## config.mk

```make
export PLATFORM = sky130hd
export DESIGN_NAME = adcs_ctrl
export DESIGN_NICKNAME = d
export VERILOG_FILES = /design/src/include/adcs_pkg.sv /design/src/verilog/adcs_ctrl.sv /design/src/verilog/adcs_prescale.sv /design/src/verilog/adcs_trig_sync.sv
export VERILOG_INCLUDE_DIRS = /design/src /design/src/include
export SDC_FILE = /design/constraint.sdc
export NUM_CORES = 1
export LEC_CHECK = 0
export BUFFER_PORTS_ARGS = -buffer_cell sky130_fd_sc_hd__buf_2
export CORE_MARGIN = 4
export CORE_UTILIZATION = 40
export DETAILED_ROUTE_END_ITERATION = 12
export SKIP_CTS_REPAIR_TIMING = 1
export SLEW_MARGIN = 40
export SYNTH_ARGS = -nofsm -noshare
export SYNTH_HDL_FRONTEND = slang
export SYNTH_SLANG_ARGS = --single-unit
export TNS_END_PERCENT = 1
```

## constraint.sdc

```tcl
create_clock -name clock -period 3.1 [get_ports clock]
set_input_delay 0.62 -clock clock [delete_from_list [all_inputs] [get_ports clock]]
set_output_delay 0.62 -clock clock [all_outputs]
set_load 0.01 [all_outputs]
```

## src/include/adcs_regs.svh

```systemverilog
`ifndef ADCS_REGS_SVH
`define ADCS_REGS_SVH

// Register offsets on the plain register port.
`define ADCS_SEL_ADDR 8'h00
`define ADCS_CTRL_ADDR 8'h01
`define ADCS_TRIG_ADDR 8'h02
`define ADCS_APPLIED_ADDR 8'h03
`define ADCS_RES_LO_ADDR 8'h04
`define ADCS_RES_HI_ADDR 8'h05

// Selection register fields.
`define ADCS_SEL_REF_MSB 7
`define ADCS_SEL_REF_LSB 6
`define ADCS_SEL_CHAN_MSB 4
`define ADCS_SEL_CHAN_LSB 0

// Control and status register fields.
`define ADCS_CTRL_EN 7
`define ADCS_CTRL_START 6
`define ADCS_CTRL_AUTO 5
`define ADCS_CTRL_DONE 4
`define ADCS_CTRL_IE 3
`define ADCS_CTRL_PS_MSB 2
`define ADCS_CTRL_PS_LSB 0

// Trigger register field: 0 chains on completion, 1 uses the trigger pin.
`define ADCS_TRIG_SRC 0

// Reset values.
`define ADCS_SEL_RESET 8'h00
`define ADCS_CTRL_RESET 8'h00
`define ADCS_TRIG_RESET 8'h00

// Reference codes.
`define ADCS_REF_PIN 2'h0
`define ADCS_REF_SUPPLY 2'h1
`define ADCS_REF_BANDGAP 2'h3

// Sleep mode codes reported by the core.
`define ADCS_SLEEP_IDLE 3'h0
`define ADCS_SLEEP_NOISE 3'h1

// Conversion timing in converter clock cycles.
`define ADCS_CONV_CYCLES 5'h0d
`define ADCS_FIRST_CYCLES 5'h19
`define ADCS_SH_NORMAL 5'h01
`define ADCS_SH_FIRST 5'h0d

// Result code forced for an input above the reference.
`define ADCS_FULL_SCALE 10'h3ff

`endif

```

## src/include/adcs_pkg.sv

```systemverilog
package adcs_pkg;

   // Conversion sequencer states, one-hot.
   typedef enum logic [2:0] {
      ADCS_IDLE = 3'b001,
      ADCS_PEND = 3'b010,
      ADCS_CONV = 3'b100
   } adcs_state_t;

   // Channel and reference selection travel together.
   typedef struct packed {
      logic [1:0] ref_code;
      logic [4:0] chan;
   } adcs_sel_t;

   // Software control bits of the control register.
   typedef struct packed {
      logic en;
      logic auto_trig;
      logic ie;
      logic [2:0] ps;
   } adcs_ctrl_t;

endpackage

```

## src/verilog/adcs_ctrl.sv

```systemverilog
// Added by the designer: strobed register access and the register offsets.
`timescale 1ns/1ps
`default_nettype none
`include "adcs_regs.svh"

// Notes on behaviour
// - Selection bits sit in a software buffer apart from the applied selection.
// - Applied selection follows the buffer while idle and freezes during conversion.
// - Copying resumes in the last converter clock before the done flag sets.
// - A start write begins conversion at the next converter clock edge.
// - A selection written at a safe point applies to the next conversion.
// - Free running: the result after a channel change still uses the old channel.
// - An input above the reference gives a result at full scale.
// - Reference is the analog supply, the internal bandgap or the reference pin.
// - Sleep-time conversion works only in noise-reduction and idle sleep.
// - Entering those sleeps starts a conversion once the core halts, with auto triggering off.
// - The completion interrupt wakes the core.
// - Completion still raises its request if another interrupt woke the core.
// - Other sleep modes never switch the converter off.
// - The start bit reads one during conversion; hardware clears it at the end except when free running.
// - An accepted trigger edge resets the prescaler and starts a conversion.

module adcs_ctrl (
   // Clock and reset.
   input wire logic clock,
   input wire logic rst,
   // Register port.
   input wire logic [7:0] addr,
   input wire logic [7:0] wdata,
   input wire logic wr,
   input wire logic rd,
   output logic [7:0] rdata,
   // Core sleep status and interrupt request.
   input wire logic cpu_halted,
   input wire logic [2:0] sleep_mode,
   output logic irq,
   // Auto trigger pin.
   input wire logic trigger_pin,
   // Analog converter side.
   input wire logic [9:0] analog_result,
   input wire logic over_range,
   output logic [4:0] chan_sel,
   output logic ref_supply_en,
   output logic ref_bandgap_en,
   output logic ref_pin_en,
   output logic sample_hold,
   output logic conv_busy
);

   adcs_pkg::adcs_state_t state;
   adcs_pkg::adcs_state_t next_state;
   adcs_pkg::adcs_sel_t sel_buf;
   adcs_pkg::adcs_sel_t next_sel_buf;
   adcs_pkg::adcs_sel_t applied;
   adcs_pkg::adcs_sel_t next_applied;
   adcs_pkg::adcs_ctrl_t ctrl;
   adcs_pkg::adcs_ctrl_t next_ctrl;
   logic [4:0] cnt;
   logic [4:0] next_cnt;
   logic start_bit;
   logic next_start_bit;
   logic done_flag;
   logic next_done_flag;
   logic first;
   logic next_first;
   logic trig_src;
   logic next_trig_src;
   logic halted_prev;
   logic [9:0] result;
   logic [9:0] next_result;
   logic [7:0] next_rdata;
   logic next_sample_hold;
   logic tick;
   logic trig_rise;
   logic presc_clear;
   logic last_cycle;
   logic locked;
   logic conv_end;
   logic free_run;
   logic sleep_start;
   logic trig_start;
   logic sw_start;
   logic [4:0] conv_len;
   logic [4:0] sh_pos;

   // Reference code to source enables; the reserved code leaves only the pin.
   function automatic logic [2:0] ref_decode(input logic [1:0] code);
      case (code)
         `ADCS_REF_SUPPLY: ref_decode = 3'h4;
         `ADCS_REF_BANDGAP: ref_decode = 3'h2;
         default: ref_decode = 3'h1;
      endcase
   endfunction

   adcs_prescale u_prescale (
      .clock(clock),
      .rst(rst),
      .run(ctrl.en),
      .clear(presc_clear),
      .ps(ctrl.ps),
      .tick(tick)
   );

   adcs_trig_sync u_trig (
      .clock(clock),
      .rst(rst),
      .trigger_pin(trigger_pin),
      .trig_rise(trig_rise)
   );

   // Conversion timing; the first one after enabling is longer.
   assign conv_len = first ? `ADCS_FIRST_CYCLES : `ADCS_CONV_CYCLES;
   assign sh_pos = first ? `ADCS_SH_FIRST : `ADCS_SH_NORMAL;
   assign last_cycle = (state == adcs_pkg::ADCS_CONV) && (cnt == 5'(conv_len - 5'h01));
   assign conv_end = last_cycle && tick;
   // Lock spans the conversion except its final converter clock.
   assign locked = (state == adcs_pkg::ADCS_CONV) && !last_cycle;
   assign free_run = ctrl.auto_trig && !trig_src;

   // Start sources, each only from an idle converter.
   assign sw_start = wr && (addr == `ADCS_CTRL_ADDR) && wdata[`ADCS_CTRL_EN]
      && wdata[`ADCS_CTRL_START] && (state == adcs_pkg::ADCS_IDLE);
   // A sleep entry with the core halted starts a conversion; software sets up the rest.
   assign sleep_start = ctrl.en && !ctrl.auto_trig && cpu_halted && !halted_prev
      && ((sleep_mode == `ADCS_SLEEP_IDLE) || (sleep_mode == `ADCS_SLEEP_NOISE))
      && (state == adcs_pkg::ADCS_IDLE) && !sw_start;
   // Pin edges count only with the flag cleared; edges during conversion are ignored.
   assign trig_start = ctrl.en && ctrl.auto_trig && trig_src && trig_rise && !done_flag
      && (state == adcs_pkg::ADCS_IDLE) && !sw_start && !sleep_start;
   assign presc_clear = trig_start;

   // Sequencer, control bits, selection buffer and result.
   always_comb begin
      next_state = state;
      next_cnt = cnt;
      next_start_bit = start_bit;
      next_done_flag = done_flag;
      next_first = first;
      next_ctrl = ctrl;
      next_trig_src = trig_src;
      next_sel_buf = sel_buf;
      next_result = result;
      next_sample_hold = 1'b0;
      // Software writes land in the buffer at any time, frozen or not.
      if (wr && (addr == `ADCS_SEL_ADDR)) begin
         next_sel_buf.ref_code = wdata[`ADCS_SEL_REF_MSB:`ADCS_SEL_REF_LSB];
         next_sel_buf.chan = wdata[`ADCS_SEL_CHAN_MSB:`ADCS_SEL_CHAN_LSB];
      end
      if (wr && (addr == `ADCS_TRIG_ADDR)) begin
         next_trig_src = wdata[`ADCS_TRIG_SRC];
      end
      // Sleep entry never touches the enable; only software clears it.
      if (wr && (addr == `ADCS_CTRL_ADDR)) begin
         next_ctrl.en = wdata[`ADCS_CTRL_EN];
         next_ctrl.auto_trig = wdata[`ADCS_CTRL_AUTO];
         next_ctrl.ie = wdata[`ADCS_CTRL_IE];
         next_ctrl.ps = wdata[`ADCS_CTRL_PS_MSB:`ADCS_CTRL_PS_LSB];
         if (wdata[`ADCS_CTRL_DONE]) begin
            next_done_flag = 1'b0;
         end
      end
      case (state)
         adcs_pkg::ADCS_IDLE: begin
            if (sw_start || sleep_start || trig_start) begin
               next_start_bit = 1'b1;
               next_state = adcs_pkg::ADCS_PEND;
            end
         end
         adcs_pkg::ADCS_PEND: begin
            // The write cycle only arms; the converter clock edge begins the work.
            if (tick) begin
               next_state = adcs_pkg::ADCS_CONV;
               next_cnt = 5'h00;
            end
         end
         adcs_pkg::ADCS_CONV: begin
            if (tick) begin
               next_cnt = 5'(cnt + 5'h01);
               next_sample_hold = (cnt == sh_pos);
            end
            if (conv_end) begin
               next_first = 1'b0;
               next_cnt = 5'h00;
               // Completion request stands even if another wake came first.
               next_done_flag = 1'b1;
               next_result = over_range ? `ADCS_FULL_SCALE : analog_result;
               if (free_run) begin
                  // Chained conversion already locked the selection it copied last cycle.
                  next_state = adcs_pkg::ADCS_CONV;
               end else begin
                  next_start_bit = 1'b0;
                  next_state = adcs_pkg::ADCS_IDLE;
               end
            end
         end
         default: begin
            next_state = adcs_pkg::ADCS_IDLE;
         end
      endcase
      // Switching off aborts any conversion and rearms the long first one.
      if (!next_ctrl.en) begin
         next_state = adcs_pkg::ADCS_IDLE;
         next_start_bit = 1'b0;
         next_first = 1'b1;
         next_cnt = 5'h00;
      end
   end

   always_ff @(posedge clock or posedge rst) begin
      if (rst) begin
         state <= adcs_pkg::ADCS_IDLE;
         cnt <= 5'h00;
         start_bit <= 1'b0;
         done_flag <= 1'b0;
         first <= 1'b1;
         ctrl <= adcs_pkg::adcs_ctrl_t'(6'h00);
         trig_src <= 1'(`ADCS_TRIG_RESET);
         sel_buf <= adcs_pkg::adcs_sel_t'(7'h00);
         result <= 10'h000;
         sample_hold <= 1'b0;
         halted_prev <= 1'b0;
      end else begin
         state <= next_state;
         cnt <= next_cnt;
         start_bit <= next_start_bit;
         done_flag <= next_done_flag;
         first <= next_first;
         ctrl <= next_ctrl;
         trig_src <= next_trig_src;
         sel_buf <= next_sel_buf;
         result <= next_result;
         sample_hold <= next_sample_hold;
         halted_prev <= cpu_halted;
      end
   end

   // Applied selection: follows the buffer unless locked, so the next conversion sees it.
   always_comb begin
      next_applied = locked ? applied : sel_buf;
   end

   always_ff @(posedge clock or posedge rst) begin
      if (rst) begin
         applied <= adcs_pkg::adcs_sel_t'(7'h00);
      end else begin
         applied <= next_applied;
      end
   end

   // Read data register; unmapped offsets read zero.
   always_comb begin
      next_rdata = 8'h00;
      if (rd) begin
         case (addr)
            `ADCS_SEL_ADDR: next_rdata = {sel_buf.ref_code, 1'b0, sel_buf.chan};
            `ADCS_CTRL_ADDR: next_rdata = {ctrl.en, start_bit, ctrl.auto_trig, done_flag,
               ctrl.ie, ctrl.ps};
            `ADCS_TRIG_ADDR: next_rdata = {7'h00, trig_src};
            `ADCS_APPLIED_ADDR: next_rdata = {applied.ref_code, 1'b0, applied.chan};
            `ADCS_RES_LO_ADDR: next_rdata = result[7:0];
            `ADCS_RES_HI_ADDR: next_rdata = {6'h00, result[9:8]};
            default: next_rdata = 8'h00;
         endcase
      end
   end

   always_ff @(posedge clock or posedge rst) begin
      if (rst) begin
         rdata <= `ADCS_CTRL_RESET;
      end else begin
         rdata <= next_rdata;
      end
   end

   // Outputs to the analog side; the reference enables are held off while the converter is disabled.
   assign chan_sel = applied.chan;
   assign {ref_supply_en, ref_bandgap_en, ref_pin_en} =
      ctrl.en ? ref_decode(applied.ref_code) : 3'h0;
   assign conv_busy = (state == adcs_pkg::ADCS_CONV);
   // The interrupt level doubles as the core's wake request.
   assign irq = done_flag && ctrl.ie;
endmodule
`default_nettype wire

```

## src/verilog/adcs_prescale.sv

```systemverilog
`timescale 1ns/1ps
`default_nettype none
`include "adcs_regs.svh"

module adcs_prescale (
   // Clock and reset.
   input wire logic clock,
   input wire logic rst,
   // Control.
   input wire logic run,
   input wire logic clear,
   input wire logic [2:0] ps,
   // Converter clock rising edge, one cycle pulse.
   output logic tick
);

   logic [6:0] cnt;
   logic [6:0] next_cnt;

   // Division ratio minus one; codes 0 and 1 both divide by two.
   function automatic logic [6:0] last_count(input logic [2:0] code);
      logic [7:0] div;
      div = (code == 3'h0) ? 8'h02 : (8'h01 << code);
      last_count = 7'(div - 8'h01);
   endfunction

   // The counter is held at zero while the converter is off or a trigger resets it.
   always_comb begin
      tick = run && !clear && (cnt == last_count(ps));
      if (!run || clear || tick) begin
         next_cnt = 7'h00;
      end else begin
         next_cnt = 7'(cnt + 7'h01);
      end
   end

   always_ff @(posedge clock or posedge rst) begin
      if (rst) begin
         cnt <= 7'h00;
      end else begin
         cnt <= next_cnt;
      end
   end
endmodule
`default_nettype wire

```

## src/verilog/adcs_trig_sync.sv

```systemverilog
`timescale 1ns/1ps
`default_nettype none

module adcs_trig_sync (
   // Clock and reset.
   input wire logic clock,
   input wire logic rst,
   // Asynchronous trigger pin.
   input wire logic trigger_pin,
   // Rising edge of the synchronised trigger.
   output logic trig_rise
);

   logic sync_a;
   logic sync_b;
   logic sync_prev;

   // Two stages before anything looks at the pin; the third flop feeds the edge detector.
   always_ff @(posedge clock or posedge rst) begin
      if (rst) begin
         sync_a <= 1'b0;
         sync_b <= 1'b0;
         sync_prev <= 1'b0;
      end else begin
         sync_a <= trigger_pin;
         sync_b <= sync_a;
         sync_prev <= sync_b;
      end
   end

   assign trig_rise = sync_b && !sync_prev;

endmodule
`default_nettype wire
```

# Yosys cells after proc, flatten, opt, wreduce, memory -nomap -nowiden

Index checks and enable logic that the tools add are counted.

Flip-flop bits (word level): 62
Output and inout bits: 19

Add/subtract/negate cells: 4
Equality and inequality tests: 23
Shift-type cells: 1
Mux-type cells: 35
Reduce and logical (&&, ||, !) cells: 50

Operator list:

| kind                  | number |
|---|---|
| $pmux W8 S6           | 1 |
| $logic_and A1 B1 Y1   | 27 |
| $mux W5               | 5 |
| $mux W3               | 6 |
| $eq A8 B2 Y1 const B  | 2 |
| $eq A8 B3 Y1 const B  | 2 |
| $mux W7               | 2 |
| $mux W1               | 13 |
| $ne A3 B2 Y1 const B  | 4 |
| $logic_not A1 Y1      | 10 |
| $mux W10              | 1 |
| $pmux W5 S2           | 1 |
| $pmux W3 S3           | 1 |
| $eq A8 B1 Y1 const B  | 1 |
| $logic_not A8 Y1      | 1 |
| $mux W8               | 1 |
| $add A7 B1 Y7 const B | 1 |
| $eq A7 B7 Y1          | 1 |
| $shl A1 B3 Y7 const A | 1 |
| $sub A7 B1 Y7 const B | 1 |
| $eq A3 B1 Y1 const B  | 2 |
| $logic_not A3 Y1      | 2 |
| $mux W6               | 1 |
| $ne A3 B3 Y1 const B  | 2 |
| other kinds (18)      | 24 |

# Depth between registers and ports, before layout

Depth after elaboration: 16
Mapped depth: 12
Gate-level depth less buffers: 10

# By module

Synthesis repeated with hierarchy kept, for this count alone.

Cell total of the unflattened synthesis: 310
Area, all modules: 3,236.9 um^2

Modules (own cells, without submodules):

| module         | times used | cells each | area each (um^2) | seq. area each (um^2) |
|---|---|---|---|---|
| adcs_ctrl      | 1          | 252        | 2,650.0          | 1,303.8 |
| adcs_prescale  | 1          | 53         | 494.2            | 175.2 |
| adcs_trig_sync | 1          | 5          | 92.6             | 75.1 |

# Worst setup path after synthesis

OpenSTA, ideal clock, no wires.

Kind: register to register
Start point: register ctrl[2] (netlist bit)
End point: register cnt[4]
Setup time: 0.076 ns
Arrival: 2.360 ns
Setup slack: 0.664 ns
Stages on the path, launching flop included: 11
Buffers on the path: 1
Cell sequence: dfrtp_1 -> buf_8 -> or2_2 -> ha_1 -> and4bb_1 -> a311oi_2 -> xnor2_1 -> nor4_4 -> nand3_2 -> or3_1 -> o21ai_1

Word-level cells in the longest chain between the ends: 9
Elaborated cells on any way between the ends: 13

RTL lines:

| element                                                  | line                | text |
|---|---|---|
| from (decl)                                              | adcs_ctrl.sv:56     | `adcs_pkg::adcs_ctrl_t ctrl;` |
| from (signal assigned)                                   | adcs_ctrl.sv:216    | `ctrl <= adcs_pkg::adcs_ctrl_t'(6'h00);` |
| from (signal assigned)                                   | adcs_ctrl.sv:228    | `ctrl <= next_ctrl;` |
| $logic_not A3 Y1 / $shl A1 B3 Y7 (equally long branches) | adcs_prescale.sv:23 | `div = (code == 3'h0) ? 8'h02 : (8'h01 << code);` |
| $mux W7 (*)                                              | adcs_prescale.sv:23 |  |
| $sub A7 B1 Y7 (*)                                        | adcs_prescale.sv:24 | `last_count = 7'(div - 8'h01);` |
| $eq A7 B7 Y1 (*)                                         | adcs_prescale.sv:29 | `tick = run && !clear && (cnt == last_count(ps));` |
| $logic_and A1 B1 Y1 (*)                                  | adcs_prescale.sv:29 |  |
| $logic_and A1 B1 Y1                                      | adcs_ctrl.sv:115    | `assign conv_end = last_cycle && tick;` |
| $mux W5                                                  | adcs_ctrl.sv:181    | `if (conv_end) begin` |
| $pmux W5 S2                                              | adcs_ctrl.sv:162    | `case (state)` |
| $mux W5                                                  | adcs_ctrl.sv:201    | `if (!next_ctrl.en) begin` |
| to (signal assigned)                                     | adcs_ctrl.sv:224    | `cnt <= next_cnt;` |
| to (decl)                                                | adcs_ctrl.sv:58     | `logic [4:0] cnt;` |

Mark *: on every way between the ends. The rest lies on a longest branch, timed or not.
A chain may end at the register's enable or synchronous reset.

# Final worst setup path

Same ends and word-level chain as after synthesis.

==> Implementation_results.wiki <==
{| class="wikitable"
! Metric !! Value
|-
| Run status || completed
|-
| Syn_area_per_cell || 10.18 µm²
|-
| Total of flip-flops plus latches after synthesis || 62
|-
| Area used by multi-input combinational logic || about 1400 µm²
|-
| Number of iterations in the first detailed-routing pass || 4
|-
| VDD IR-drop max || between 0.0002 and 0.00025 V
|-
| Total clock buffers created by CTS || 9
|-
| Area of the mapped netlist || 3115 µm²
|-
| Async set-or-reset flop fraction in the synthesized netlist || 100.0%
|-
| Initial core utilization || around 42%
|-
| Ys flop type || sky130_fd_sc_hd__dfrtp_1
|-
| Antenna violations before repair || 0
|-
| Grt met2 use || about a quarter
|-
| Non-filler cells, final || 466
|-
| Filler cell count || between 700 and 800
|-
| Finished layout cell area || about 3700 µm²
|-
| Global-route track usage on met3 || about 3.6%
|-
| Worst endpoint data arrival time || 2.94 ns
|-
| Dpl cell area || 3451 µm²
|-
| Routed wire per std cell || between 10 and 15 µm
|-
| Maxcap violations || 0
|-
| Leakage power summed over all cells || approximately 1.8 nW
|-
| Final number of max-transition violations || 0
|-
| Launching element type of the critical path || register
|-
| Total wire length after detailed routing || 6.947 mm
|-
| Source-to-sink clock delay at the later pin of the worst-skew pair || between 0.3 and 0.4 ns
|-
| Via count normalized by instance count || just over 5
|-
| CTS tree || done
|-
| Total negative setup slack || 0 ns
|-
| Antenna-violating nets left || 0
|-
| Combined global-route utilization of all metal layers || around 16%
|-
| Hold Slack || around 0.35 ns
|-
| Worst EP required || about 3.4 ns
|-
| Clk slew on worst S/H paths || roughly 0.060 ns
|-
| Setup violation total in the final timing report || 0
|-
| Area growth, synth to finish || 18.27%
|-
| Worst min path class || register to register
|-
| Shortest clock period the worst path allows after layout || between 2 and 3 ns
|-
| Worst-case headroom to the max-slew limit || approximately half
|-
| Gate Count Post-Synth || slightly above 300
|-
| R2r worst-path depth || 9
|-
| Number of global-route vias before repair || ~2,400
|-
| Ports || 55
|-
| Category of the most critical setup path || register to register
|-
| Part of the Yosys area used for sequential elements || 49.88%
|-
| Vias || 2,400
|-
| Die extent in x || approximately 96 µm
|-
| First-pass GRT wire length || between 10 and 15 mm
|-
| Warnings from Yosys || 0
|-
| Final layout net count || 403
|-
| Clk sink count || just over 60
|-
| Kind of end point of the critical path || register
|-
| Overflow after GRT || 0
|-
| Register area || approximately 1600 µm²
|-
| Post-route clock skew || between 0.005 and 0.006 ns
|-
| H-tree depth reported by CTS || 3
|-
| GRT busiest layer || met2
|-
| Initial detailed-routing violation count || between 100 and 150
|-
| Die footprint || 9265 µm²
|-
| Final antenna diode count || 0
|-
| Setup repair after global routing missed its margin || false
|-
| Placed Cells incl. Taps || 450
|-
| Fraction of the cycle the final worst path needs || a little under 90%
|-
| Worst-Margin Slew || ~0.76 ns
|-
| Deepest clock path buffer count || 2
|-
| Hold Fails Final Rpt || 0
|-
| Chip height || roughly 96 µm
|-
| M1 GR Usage || between 20% and 30%
|-
| Power density over the cells || roughly 480 nW/µm²
|-
| Buffers on Ports || 53
|-
| Distinct cells, synth || 52
|-
| Row count || 31
|-
| Total half-perimeter wirelength after legalization and detailed placement || about 5 mm
|-
| Clock root buffer || sky130_fd_sc_hd__clkbuf_8
|-
| Routability cong. || 0.8253
|-
| Critical Path Fanout Max || 11
|-
| Hold path depth || 0
|-
| Highest Clock Rate || about 370 MHz
|-
| DR DRC count || 0
|-
| Area of the placeable core || roughly 7400 µm²
|-
| Register-to-register setup slack || just over 0.4 ns
|-
| Net Count, Synth || 347
|-
| Number of synthesized flops with an enable pin || 0
|-
| Share of cells above drive strength 1 || 29.43%
|-
| Largest net degree at the start of global routing || 33
|}
flip-flops by register name, summed over array words and instances (netlist names):
signal and cells:
applied 2, u_trig.sync_prev 1, cnt 5, trig_src 1
rdata 8, sel_buf 7, state 3, chan_sel 5
sample_hold 1, u_trig.sync_a 1, u_prescale.cnt 7, start_bit 1
result 10, halted_prev 1, done_flag 1, first 1
u_trig.sync_b 1, ctrl 6
where the power goes:
part / internal, mW / switching, mW
combinational: 0.0465 / 0.0607
sequential: 0.825 / 0.0159
clock: 0.518 / 0.306
total: 1.39 / 0.383
synthesized netlist by cell type (5+ instances only):
cell                      number  share of area (%)
sky130_fd_sc_hd__nor3b_1       6                1.4
sky130_fd_sc_hd__mux2_2       20                7.2
sky130_fd_sc_hd__ha_1          5                2.0
sky130_fd_sc_hd__buf_4         6                1.4
sky130_fd_sc_hd__xor2_1        5                1.4
sky130_fd_sc_hd__nand3_1      13                2.1
sky130_fd_sc_hd__inv_1         9                1.1
sky130_fd_sc_hd__o21ai_0       7                1.1
sky130_fd_sc_hd__nand2_1      27                3.3
sky130_fd_sc_hd__and3_1        5                1.0
sky130_fd_sc_hd__a21oi_1      22                3.5
sky130_fd_sc_hd__a22oi_1       6                1.4
sky130_fd_sc_hd__xnor2_1       6                1.7
sky130_fd_sc_hd__nor2_1       43                5.2
sky130_fd_sc_hd__nor2b_1       5                1.0
sky130_fd_sc_hd__dfrtp_1      60                 48
path summary, 6_finish.rpt:
kind	start	endpoint
max reg2reg	ctrl[2]	cnt[4]
min in group asynchronous	rst	rdata[0]
max in group asynchronous	rst	first
max	ctrl[2]	cnt[4]
min reg2reg	u_trig.sync_a	u_trig.sync_b
min	u_trig.sync_a	u_trig.sync_b
worst max-delay path, cell delays in order, from the launching register on:
cell and delay, ns:
sky130_fd_sc_hd__dfrtp_1 0.49, sky130_fd_sc_hd__or2_2 0.34, sky130_fd_sc_hd__ha_1 0.24, sky130_fd_sc_hd__nor3b_1 0.15, sky130_fd_sc_hd__a311oi_2 0.22, sky130_fd_sc_hd__xnor2_1 0.17
sky130_fd_sc_hd__nor4_4 0.44, sky130_fd_sc_hd__nand3_2 0.13, sky130_fd_sc_hd__or3_1 0.35, sky130_fd_sc_hd__o21ai_1 0.08
layout by cell type (no fill, tap or decap), types with 6 or more instances in the layout:
cell type	instances
sky130_fd_sc_hd__a22oi_1	6
sky130_fd_sc_hd__mux2_2	20
sky130_fd_sc_hd__inv_1	8
sky130_fd_sc_hd__nand2_1	27
sky130_fd_sc_hd__clkbuf_8	12
sky130_fd_sc_hd__nand3_1	13
sky130_fd_sc_hd__buf_4	7
sky130_fd_sc_hd__xnor2_1	6
sky130_fd_sc_hd__buf_2	53
sky130_fd_sc_hd__dfrtp_1	60
sky130_fd_sc_hd__nor2_1	43
sky130_fd_sc_hd__nor3b_1	6
sky130_fd_sc_hd__a21oi_1	22
sky130_fd_sc_hd__o21ai_0	7
final cells by class:
cell class	count	area share [%]
sequential	62	42.17
multi-input combinational	220	38.57
timing repair buffer	60	8.625
clock buffer	13	4.584
tap	99	3.362
clock inverter	3	1.766
inverter	9	0.9168
cell families after synthesis:
kind of cell    synth area share (%)
simple gates                   21.33
xor+xnor                       3.092
buf+inv                        4.497
flops                          49.88
mux                            8.514
compound gates                 10.68
fa+ha+maj                      2.008
metal layers:
layer  wire, µm  share of wire [%]  up-vias
li1           -                  -     1186
met1       3391                 49     1152
met2       3128                 45       52
met3        330                4.8       10
met4         95                1.4        0
met5          0                  0        -
stage by stage:
stage | total power, mW | utilization (%) | worst slack (ns)
floorplan | 0.9226 | - | 0.6639
global placement | 0.9634 | 46.58 | 0.4515
detailed placement | 0.9654 | 46.58 | 0.4423
CTS | 1.797 | 49.74 | 0.4136
global route | 1.849 | 49.74 | 0.1545
finish | 1.773 | 49.74 | 0.4132
Power figures use the tool's default switching activity.
